### src/verilog/tcc_pkg.sv
package tcc_pkg;

  // Channel count and the first channel that owns buffer registers
  localparam int          TCC_NCH       = 5;
  localparam int          TCC_BUF_CH_LO = 3;

  // Per-channel register offsets (byte address bits 3:0)
  localparam logic [3:0]  OFF_CTRL      = 4'h0;
  localparam logic [3:0]  OFF_IOC       = 4'h2;
  localparam logic [3:0]  OFF_CNT       = 4'h4;
  localparam logic [3:0]  OFF_GRA       = 4'h6;
  localparam logic [3:0]  OFF_GRB       = 4'h8;
  localparam logic [3:0]  OFF_BRA       = 4'hA;
  localparam logic [3:0]  OFF_BRB       = 4'hC;

  // Unit-wide registers (full byte address)
  localparam logic [6:0]  ADDR_FCR      = 7'h50;
  localparam logic [6:0]  ADDR_SYNC     = 7'h52;

  // Values after reset and standby entry
  localparam logic [7:0]  CTRL_RST      = 8'h80;
  localparam logic [7:0]  IOC_RST       = 8'h88;
  localparam logic [15:0] CNT_RST       = 16'h0000;
  localparam logic [15:0] GR_RST        = 16'hFFFF;
  localparam logic [15:0] BR_RST        = 16'hFFFF;
  localparam logic [15:0] RD_UNMAPPED   = 16'h0000;

  // Control register field positions
  localparam int          CTRL_FIXED    = 7;
  localparam int          CTRL_CLR_HI   = 6;
  localparam int          CTRL_CLR_LO   = 5;
  localparam int          CTRL_EDGE_HI  = 4;
  localparam int          CTRL_EDGE_LO  = 3;
  localparam int          CTRL_SRC_HI   = 2;
  localparam int          CTRL_SRC_LO   = 0;

  // I/O control: bit set selects input capture for that register
  localparam int          IOC_B_CAPTURE = 6;
  localparam int          IOC_A_CAPTURE = 2;

  // Function control buffer enable bit positions
  localparam int          FCR_BUF_A3    = 0;
  localparam int          FCR_BUF_B3    = 1;
  localparam int          FCR_BUF_A4    = 2;
  localparam int          FCR_BUF_B4    = 3;

  // Counter clear source
  typedef enum logic [1:0] {
    TCC_CLR_NONE = 2'b00,
    TCC_CLR_GRA  = 2'b01,
    TCC_CLR_GRB  = 2'b10,
    TCC_CLR_SYNC = 2'b11
  } tcc_clear_sel_t;

  // Counter clock source
  typedef enum logic [2:0] {
    TCC_SRC_DIV1 = 3'b000,
    TCC_SRC_DIV2 = 3'b001,
    TCC_SRC_DIV4 = 3'b010,
    TCC_SRC_DIV8 = 3'b011,
    TCC_SRC_EXTA = 3'b100,
    TCC_SRC_EXTB = 3'b101,
    TCC_SRC_EXTC = 3'b110,
    TCC_SRC_EXTD = 3'b111
  } tcc_clk_src_t;

  // External edge selection (1x counts both edges)
  typedef enum logic [1:0] {
    TCC_EDGE_RISE  = 2'b00,
    TCC_EDGE_FALL  = 2'b01,
    TCC_EDGE_BOTH  = 2'b10,
    TCC_EDGE_BOTH2 = 2'b11
  } tcc_edge_sel_t;

endpackage

### src/verilog/tcc_timer_core.sv
`timescale 1ns/100ps

module tcc_timer_core
  import tcc_pkg::*;
#(
  parameter int NCH = TCC_NCH                 // Number of timer channels
) (
  input  wire logic              i_mclk,        // System clock
  input  wire logic              i_nrst,        // Synchronous reset, active low
  input  wire logic              i_standby,     // Standby entry, same effect as reset except the pin synchronisers
  input  wire logic [6:0]        i_addr,        // Register byte address
  input  wire logic              i_wr,          // Write strobe
  input  wire logic              i_rd,          // Read strobe
  input  wire logic [1:0]        i_be,          // Byte lanes: bit1 upper, bit0 lower
  input  wire logic [15:0]       i_wdata,       // Write data
  input  wire logic [3:0]        i_ext_clock,   // External clock pins A..D (async)
  input  wire logic [NCH-1:0]    i_capture_a,   // Capture strobes for general A
  input  wire logic [NCH-1:0]    i_capture_b,   // Capture strobes for general B
  input  wire logic              i_quad_count_mode, // Channel 2 phase counting
  input  wire logic              i_phase_up,    // Phase counter up step
  input  wire logic              i_phase_down,  // Phase counter down step
  output logic [15:0]            o_rdata,       // Read data, registered
  output logic [NCH-1:0]         o_cmatch_a,    // Compare match A, one cycle late
  output logic [NCH-1:0]         o_cmatch_b     // Compare match B, one cycle late
);

  // Merge bus data into a 16-bit register by byte lane
  function automatic logic [15:0] lane_merge(input logic [15:0] old_v,
                                             input logic [15:0] new_v,
                                             input logic [1:0]  be);
    lane_merge = {be[1] ? new_v[15:8] : old_v[15:8], be[0] ? new_v[7:0] : old_v[7:0]};
  endfunction

  logic              rst_any;                  // Reset or standby entry
  logic [2:0]        presc_reg;                // Free-running prescaler
  logic [3:0]        ext_s1_reg;               // First synchroniser stage
  logic [3:0]        ext_s2_reg;               // Second synchroniser stage
  logic [3:0]        ext_s3_reg;               // History for edge detection
  logic [3:0]        ext_rise;                 // Rising edge seen on pin
  logic [3:0]        ext_fall;                 // Falling edge seen on pin
  logic [3:0]        fcr_reg;                  // Buffer enable bits
  logic [NCH-1:0]    sync_reg;                 // Synchronous operation select
  logic [NCH-1:0]    sync_src;                 // Own clear of a synced channel
  logic              sync_any;                 // Any synced channel cleared
  logic [3:0]        buf_en_w [NCH];           // Buffer enable per channel (A,B)
  logic [15:0]       rd_ch_w  [NCH];           // Per-channel read value
  logic [NCH-1:0]    match_a_w;                // Compare match A pulse
  logic [NCH-1:0]    match_b_w;                // Compare match B pulse
  logic [2:0]        rd_ch;                    // Addressed channel
  logic [3:0]        rd_off;                   // Offset within channel
  logic [15:0]       rd_mux;                   // Selected read value

  // Standby entry clears the same state as reset; pin synchronisers keep running
  assign rst_any = !i_nrst || i_standby;

  // Prescaler counts every cycle; divided ticks mark its wrap points
  // Wraps every eight cycles, so all divided ticks stay in a fixed phase
  always_ff @(posedge i_mclk) begin
    if (rst_any) begin
      presc_reg <= 3'h0;
    end else begin
      presc_reg <= presc_reg + 3'h1;
    end
  end

  // Two flops then a history flop; stage two and the history flop feed the edge logic
  // Nothing but the second stage reads the first, so metastability stays contained
  always_ff @(posedge i_mclk) begin
    if (!i_nrst) begin
      ext_s1_reg <= 4'h0;
      ext_s2_reg <= 4'h0;
      ext_s3_reg <= 4'h0;
    end else begin
      ext_s1_reg <= i_ext_clock;
      ext_s2_reg <= ext_s1_reg;
      ext_s3_reg <= ext_s2_reg;
    end
  end

  assign ext_rise = ext_s2_reg & ~ext_s3_reg;
  assign ext_fall = ~ext_s2_reg & ext_s3_reg;

  // Unit-wide buffer enable and synchronisation registers
  // Both are lane 0 registers of 4 and NCH bits; an upper-lane write is dropped
  always_ff @(posedge i_mclk) begin
    if (rst_any) begin
      fcr_reg  <= 4'h0;
      sync_reg <= '0;
    end else if (i_wr && i_be[0] && i_addr == ADDR_FCR) begin
      fcr_reg  <= i_wdata[3:0];
    end else if (i_wr && i_be[0] && i_addr == ADDR_SYNC) begin
      sync_reg <= i_wdata[NCH-1:0];
    end
  end

  // A synced channel's own clear is broadcast to every synced channel whose clear select is synchronous clear
  assign sync_any = |sync_src;

  // Per-channel counter, control and general/buffer registers
  for (genvar ch = 0; ch < NCH; ch++) begin : gen_ch
    logic [6:0]   ctrl_reg;                   // Control bits 6:0; bit 7 is fixed
    logic [5:0]   ioc_reg;                    // I/O control B[2:0], A[2:0]
    logic [15:0]  cnt_reg;                    // Count value
    logic [15:0]  cnt_next;
    logic [15:0]  gra_reg;                    // General register A
    logic [15:0]  gra_next;
    logic [15:0]  grb_reg;                    // General register B
    logic [15:0]  grb_next;
    logic [15:0]  bra_w;                      // Buffer A value (or ones)
    logic [15:0]  brb_w;                      // Buffer B value (or ones)
    logic         eq_a_reg;                   // Last-cycle equality, A
    logic         eq_b_reg;                   // Last-cycle equality, B
    logic         eq_a;
    logic         eq_b;
    logic         cap_mode_a;                 // A acts as input capture
    logic         cap_mode_b;                 // B acts as input capture
    logic         cap_a;
    logic         cap_b;
    logic         clr_own;                    // Clear from own A/B event
    logic         clr_hit;                    // Final clear of count
    logic         int_tick;                   // Internal clock falling edge
    logic         ext_tick;                   // Selected external edge
    logic         up_step;
    logic         down_step;
    logic         quad;                       // Phase counting owns the count
    logic         wr_ch;                      // Write to this channel
    logic [1:0]   clr_sel;
    logic [1:0]   edge_sel;
    logic [2:0]   src_sel;

    // Channel decode and field split of the control register
    assign wr_ch      = i_wr && i_addr[6:4] == 3'(ch);
    assign clr_sel    = ctrl_reg[CTRL_CLR_HI:CTRL_CLR_LO];
    assign edge_sel   = ctrl_reg[CTRL_EDGE_HI:CTRL_EDGE_LO];
    assign src_sel    = ctrl_reg[CTRL_SRC_HI:CTRL_SRC_LO];
    assign quad       = (ch == 2) && i_quad_count_mode;
    assign cap_mode_a = ioc_reg[IOC_A_CAPTURE];
    assign cap_mode_b = ioc_reg[IOC_B_CAPTURE - 1];

    // Prescaled internal tick, falling edge of the divided clock only
    assign int_tick = (src_sel == TCC_SRC_DIV1) ? 1'b1 :
                      (src_sel == TCC_SRC_DIV2) ? presc_reg[0] :
                      (src_sel == TCC_SRC_DIV4) ? &presc_reg[1:0] :
                      &presc_reg[2:0];

    // External tick by selected pin and edge field
    assign ext_tick = edge_sel[1] ? (ext_rise[src_sel[1:0]] | ext_fall[src_sel[1:0]]) :
                      edge_sel[0] ? ext_fall[src_sel[1:0]] :
                      ext_rise[src_sel[1:0]];

    // Phase counting takes the count over; up wins when both steps arrive
    assign up_step   = quad ? i_phase_up :
                       (src_sel[2] ? ext_tick : int_tick);
    assign down_step = quad && i_phase_down && !i_phase_up;

    // Match is taken on arrival at equality, once per visit
    // A level compare would fire again on every stalled cycle of a slow clock
    assign eq_a         = cnt_reg == gra_reg;
    assign eq_b         = cnt_reg == grb_reg;
    assign match_a_w[ch] = !cap_mode_a && eq_a && !eq_a_reg;
    assign match_b_w[ch] = !cap_mode_b && eq_b && !eq_b_reg;
    assign cap_a        = cap_mode_a && i_capture_a[ch];
    assign cap_b        = cap_mode_b && i_capture_b[ch];

    // Own clear event from A or B in its current role
    assign clr_own = (clr_sel == TCC_CLR_GRA && (match_a_w[ch] || cap_a)) ||
                     (clr_sel == TCC_CLR_GRB && (match_b_w[ch] || cap_b));
    assign sync_src[ch] = sync_reg[ch] && clr_own;
    assign clr_hit = clr_own ||
                     (clr_sel == TCC_CLR_SYNC && sync_reg[ch] && sync_any);

    // Count: clear beats a bus write, which beats a count step
    assign cnt_next = clr_hit ? CNT_RST :
                      (wr_ch && i_addr[3:0] == OFF_CNT) ? lane_merge(cnt_reg, i_wdata, i_be) :
                      up_step ? cnt_reg + 16'h0001 :
                      down_step ? cnt_reg - 16'h0001 : cnt_reg;

    // General A: capture, then buffered reload, then bus write
    // A bus write in the same cycle as a hardware event is lost on purpose
    assign gra_next = cap_a ? cnt_reg :
                      (buf_en_w[ch][0] && match_a_w[ch]) ? bra_w :
                      (wr_ch && i_addr[3:0] == OFF_GRA) ? lane_merge(gra_reg, i_wdata, i_be) :
                      gra_reg;
    assign grb_next = cap_b ? cnt_reg :
                      (buf_en_w[ch][1] && match_b_w[ch]) ? brb_w :
                      (wr_ch && i_addr[3:0] == OFF_GRB) ? lane_merge(grb_reg, i_wdata, i_be) :
                      grb_reg;

    // Control, I/O control, count and general registers
    // Fixed bits of control and I/O control are not stored at all
    always_ff @(posedge i_mclk) begin
      if (rst_any) begin
        ctrl_reg <= CTRL_RST[6:0];
        ioc_reg  <= {IOC_RST[6:4], IOC_RST[2:0]};
        cnt_reg  <= CNT_RST;
        gra_reg  <= GR_RST;
        grb_reg  <= GR_RST;
        eq_a_reg <= 1'b0;
        eq_b_reg <= 1'b0;
      end else begin
        if (wr_ch && i_be[0] && i_addr[3:0] == OFF_CTRL) begin
          ctrl_reg <= i_wdata[6:0];
        end
        if (wr_ch && i_be[0] && i_addr[3:0] == OFF_IOC) begin
          ioc_reg <= {i_wdata[6:4], i_wdata[2:0]};
        end
        cnt_reg  <= cnt_next;
        gra_reg  <= gra_next;
        grb_reg  <= grb_next;
        eq_a_reg <= eq_a;
        eq_b_reg <= eq_b;
      end
    end

    // Buffer registers exist only on the upper two channels
    if (ch >= TCC_BUF_CH_LO) begin : gen_buf
      logic [15:0] bra_reg;                   // Buffer A
      logic [15:0] brb_reg;                   // Buffer B

      // Capture side moves the old general value; bus may write otherwise
      always_ff @(posedge i_mclk) begin
        if (rst_any) begin
          bra_reg <= BR_RST;
          brb_reg <= BR_RST;
        end else begin
          if (buf_en_w[ch][0] && cap_a) begin
            bra_reg <= gra_reg;
          end else if (wr_ch && i_addr[3:0] == OFF_BRA) begin
            bra_reg <= lane_merge(bra_reg, i_wdata, i_be);
          end
          if (buf_en_w[ch][1] && cap_b) begin
            brb_reg <= grb_reg;
          end else if (wr_ch && i_addr[3:0] == OFF_BRB) begin
            brb_reg <= lane_merge(brb_reg, i_wdata, i_be);
          end
        end
      end
      assign bra_w = bra_reg;
      assign brb_w = brb_reg;
      assign buf_en_w[ch] = (ch == TCC_BUF_CH_LO) ?
                            {2'b00, fcr_reg[FCR_BUF_B3], fcr_reg[FCR_BUF_A3]} :
                            {2'b00, fcr_reg[FCR_BUF_B4], fcr_reg[FCR_BUF_A4]};
    end else begin : gen_nobuf
      // Lower channels have no buffers; constants keep the shared muxes simple
      assign bra_w = BR_RST;
      assign brb_w = BR_RST;
      assign buf_en_w[ch] = 4'h0;
    end

    // Per-channel read selection; fixed bits read as one
    assign rd_ch_w[ch] =
      (i_addr[3:0] == OFF_CTRL) ? {8'h00, 1'b1, ctrl_reg} :
      (i_addr[3:0] == OFF_IOC)  ? {8'h00, 1'b1, ioc_reg[5:3], 1'b1, ioc_reg[2:0]} :
      (i_addr[3:0] == OFF_CNT)  ? cnt_reg :
      (i_addr[3:0] == OFF_GRA)  ? gra_reg :
      (i_addr[3:0] == OFF_GRB)  ? grb_reg :
      (i_addr[3:0] == OFF_BRA && ch >= TCC_BUF_CH_LO) ? bra_w :
      (i_addr[3:0] == OFF_BRB && ch >= TCC_BUF_CH_LO) ? brb_w :
      RD_UNMAPPED;
  end

  // Top-level read decode
  // Unit-wide registers sit just above the last channel's address range
  assign rd_ch  = i_addr[6:4];
  assign rd_off = i_addr[3:0];
  assign rd_mux = (i_addr == ADDR_FCR)  ? {12'h000, fcr_reg} :
                  (i_addr == ADDR_SYNC) ? {{(16-NCH){1'b0}}, sync_reg} :
                  (32'(rd_ch) < NCH && !rd_off[0]) ? rd_ch_w[rd_ch] :
                  RD_UNMAPPED;

  // Read data and match outputs are registered; data holds between reads
  // Match outputs lag the internal event by one cycle so they come from flops
  always_ff @(posedge i_mclk) begin
    if (rst_any) begin
      o_rdata    <= RD_UNMAPPED;
      o_cmatch_a <= '0;
      o_cmatch_b <= '0;
    end else begin
      if (i_rd) begin
        o_rdata <= rd_mux;
      end
      o_cmatch_a <= match_a_w;
      o_cmatch_b <= match_b_w;
    end
  end

endmodule
### config.mk
export PLATFORM = sky130hd
export DESIGN_NAME = tcc_timer_core
export DESIGN_NICKNAME = d
export VERILOG_FILES = /design/src/verilog/tcc_pkg.sv /design/src/verilog/tcc_timer_core.sv
export SDC_FILE = /design/constraint.sdc
export NUM_CORES = 2
export LEC_CHECK = 0
export ABC_AREA = 1
export BUFFER_PORTS_ARGS = -buffer_cell sky130_fd_sc_hd__buf_4
export CORE_MARGIN = 2
export CORE_UTILIZATION = 45
export CTS_CLUSTER_SIZE = 40
export DETAILED_ROUTE_END_ITERATION = 10
export PLACE_DENSITY = 0.61
export SYNTH_ARGS = -nofsm -noshare
export SYNTH_HDL_FRONTEND = slang
export SYNTH_SLANG_ARGS = --single-unit
### constraint.sdc
create_clock -name i_mclk -period 4.9 [get_ports i_mclk]
set_clock_uncertainty 0.1 [all_clocks]
set_input_delay 0.98 -clock i_mclk [delete_from_list [all_inputs] [get_ports i_mclk]]
set_output_delay 0.98 -clock i_mclk [all_outputs]
set_load 0.05 [all_outputs]
==> run_results.csv <==
group,metric,value,unit
clock_network,insertion_delay,0.62,ns
clock_network,cts_hold_buf,0,
clock_network,root_buffer,"clkbuf_16",
critical_path,r2r_end,"gen_ch[3].grb_reg[14]$_SDFFE_PP1P_",
floorplanning,ios,73,
synth,netlist-cell-type-count,60,
placement,dp_worst_setup_slack,0.897,ns
grt,grt_pass1_wl,164,mm
critical_path,crit_end,"gen_ch[3].grb_reg[14]$_SDFFE_PP1P_",
detailed_routing,ant_nets,0,
pwr,pwr-share-seq,40.7,%
synth,ys_ff_latch,429,
sta,fmaxAchievable,264,MHz
critical_path,cp_cell_sequence,"inv_2 > nand2_1 > nand4_1 > nor4_1 > nand3_1 > nor2_2 > nor2_1 > nand2_1 > o21ai_0 > o221ai_1",
critical_path,startpoint,"gen_ch[3].cnt_reg[12]$_SDFFE_PP0P_",
sta,maxSlewViolCount,0,
grt,globalRouteTotalUtil,35.7,%
critical_path,cp_max_fo,16,
detailed_routing,wl_met2,45.7,mm
clock_network,cts_made_buffers,51,
sta,hold_ws,0.312,ns
critical_path,r2r_cells,10,
synth,synthesis.area,26100,um2
sta,layout_setup_ws,1.11,ns
critical_path,arrival,4.22,ns
floorplanning,design.core.area,57500,um2
detailed_routing,vias_per_cell,6.25,
synth,syn_inst,3852,
pwr,internal_power,6.42,mW
placement,port_buffers,72,
clock_network,cts_buffer_depth,3,
synth,yosysWarnings,0,
pwr,power.switching,2.31,mW
clock_network,cts_tree,"yes",
floorplanning,dieArea,59900,um2
detailed_routing,top_layer_used,"met5",
critical_path,slowest_stage,"nor4_1",
sta,max_slew_margin,19.1,%
detailed_routing,met1_length,45.8,mm
clock_network,ctsResizeCount,0,
cells_and_area,drive_gt1_share,8.60,%
cells_and_area,fin_nets,3814,
detailed_routing,wire_per_inst,24.2,um
hold_path,hold-path-cell-count,2,
detailed_routing,met3_length,13.1,mm
clock_network,htree_num_levels,2,
cells_and_area,area_delta_synth_final,10.4,%
grt,grt_max_degree,149,
floorplanning,die_width,245,um
grt,overflow,0,
pwr,p_per_area,303,nW/um2
pwr,power_frac_clock,50.2,%
floorplanning,start_util,45.4,%
critical_path,cp_data_required_time,5.33,ns
floorplanning,die_h,245,um
sta,finalSetupTns,0,ns
clock_network,cts.sinks,429,
cells_and_area,final_common_cell,"nand2_1",
job,drv_cap,0,
detailed_routing,drt_iter0_drc,3858,
synth,syn_nets,3907,
critical_path,reg2reg_from,"gen_ch[3].cnt_reg[12]$_SDFFE_PP0P_",
critical_path,cpMostUsedCell,"nand2_1",
grt,antenna_found_initial,4,
synth,yosys_most_used_dff,"dfxtp_1",
sta,tightest_slew,1.21,ns
outcome,outcome,"finished, final reports clean",
cells_and_area,layout.cells.non_filler,4567,
cells_and_area,layout_common_cells,"755 x nand2_1, 429 x dfxtp_1, 424 x o21ai_0",
synth,ys_seq_area_share,32.9,%
sta,hold_viol,0,
synth,synth_edf_count,0,
critical_path,crit_type,"reg -> reg",
detailed_routing,wl,110,mm
detailed_routing,drc,0,
grt,grt_pass1_vias,25500,
pwr,p_leak,11.9,nW
synth,syn_area_per_cell,6.78,um2
clock_network,post_cts_buffers,0,
placement,place.gp.congestion,0.965,
clock_network,clk_pin_slew,0.06,ns
hold_path,hp-class,"reg -> reg",
pwr,pwr-share-comb,9.1,%
synth,synth-async-reset-ratio,0,%
detailed_routing,vias,28600,
placement,placed_cells,4471,
sta,rsz0062_at_grt,"no",
pwr,vdd_ir_drop_max,0.257,mV
critical_path,worst-r2r-setup-slack,1.11,ns
floorplanning,num_rows,88,
critical_path,cp_slowest_stage_delay,0.75,ns
critical_path,startpoint_type,"flip-flop",
pwr,swShare,26.5,%
sta,period_share,77.4,%
detailed_routing,dr.pass1.iters,8,
sta,finalCriticalPeriod,3.79,ns
critical_path,cp-end-kind,"flip-flop",
placement,hpwl,76.3,mm
sta,setup_violations,0,
## Yosys cell counts, types with 3 or more instances
cell type	count	area, um2
nand2_1	758	2850
o311ai_0	4	35.0
nor2_1	284	1070
nor4_1	11	68.8
o221ai_1	77	674
clkbuf_1	189	709
o211ai_1	220	1650
nand3_1	203	1020
buf_2	69	345
inv_2	28	105
or2_2	18	113
xnor2_1	92	806
nand4_1	40	250
clkinv_1	11	41.3
a21boi_0	3	22.5
buf_4	10	75.1
o21ai_0	424	2120
inv_1	344	1290
o21ai_4	5	81.3
a221oi_1	23	201
a21oi_1	236	1180
a22o_1	3	26.3
o21ai_1	23	115
ha_1	8	100
nor2_2	8	50.1
nor3_2	5	50.1
nand2_2	7	43.8
o22ai_1	39	244
a211oi_1	46	345
nor3_1	47	235
dfxtp_1	429	8590
nor2_4	8	90.1
xor2_1	41	359
a31oi_1	4	25.0
o2111ai_1	47	412
o31ai_1	3	22.5
o41ai_1	11	96.3
buf_1	10	37.5
o21ai_2	5	43.8
a22oi_1	30	225
## power groups by stage
stage	Combinational, mW	Sequential (mW)	Clock [mW]
after floorplan	0.461	3.61	0
after global placement	0.759	3.63	0
after detailed placement	0.759	3.63	0
after CTS	0.763	3.55	4.40
after global routing	0.830	3.55	4.52
final	0.794	3.55	4.39
## stage by stage
| step | power, mW | utilization, % | area [um2] |
|---|---|---|---|
| after floorplan | 4.07 | - | 26100 |
| after global placement | 4.39 | 46.8 | 26900 |
| final | 8.74 | 50.1 | 28800 |
| after global routing | 8.91 | 50.1 | 28800 |
| after CTS | 8.71 | 50.1 | 28800 |
| after detailed placement | 4.39 | 46.8 | 26900 |
## routing by layer
layer  track usage [%]  vias to the layer above
met3              7.51                      309
li1                  -                    13200
met4              17.9                        4
met5                 0                        -
met2              52.0                     1729
met1              49.6                    13400
## worst min path at each step
stage,startpoint,endpoint
floorplan,ext_s1_reg[0]$_SDFF_PN0_,ext_s2_reg[0]$_SDFF_PN0_
global placement,ext_s1_reg[3]$_SDFF_PN0_,ext_s2_reg[3]$_SDFF_PN0_
detailed placement,ext_s1_reg[3]$_SDFF_PN0_,ext_s2_reg[3]$_SDFF_PN0_
CTS,ext_s1_reg[3]$_SDFF_PN0_,ext_s2_reg[3]$_SDFF_PN0_
global route,ext_s1_reg[3]$_SDFF_PN0_,ext_s2_reg[3]$_SDFF_PN0_
finish,ext_s1_reg[0]$_SDFF_PN0_,ext_s2_reg[0]$_SDFF_PN0_
## cells by family (layout without fill, tap and decap cells)
group / count (synthesis) / count (layout) / synth area share (%)
and+or+nand+nor: 1401 / 1401 / 22.8
adders and majority gates: 8 / 8 / 0.384
xor gates and xnor gates: 134 / 134 / 4.53
DFF: 429 / 429 / 32.9
other: 0 / 1 / 0
AOI/OAI and AO/OA: 1215 / 1215 / 29.3
buffers and inverters: 665 / 614 / 10.1
## cell type report
type | instances | area (um2)
Inverter | 384 | 1450
Tap cell | 765 | 957
Clock buffer | 72 | 1540
Fill cell | 5841 | 28700
Sequential cell | 429 | 8590
Clock inverter | 23 | 365
Antenna cell | 1 | 2.50
Timing Repair Buffer | 135 | 1030
Multi-Input combinational cell | 2758 | 14900
## worst max-delay path: cells and delay by family, from the launching register on
kind	cells	cell delay [ns]
and+or+nand+nor	7	2.47
DFF	1	0.59
AOI/OAI and AO/OA	2	0.40
buffers and inverters	1	0.13
(Power assumes the default switching activity.)
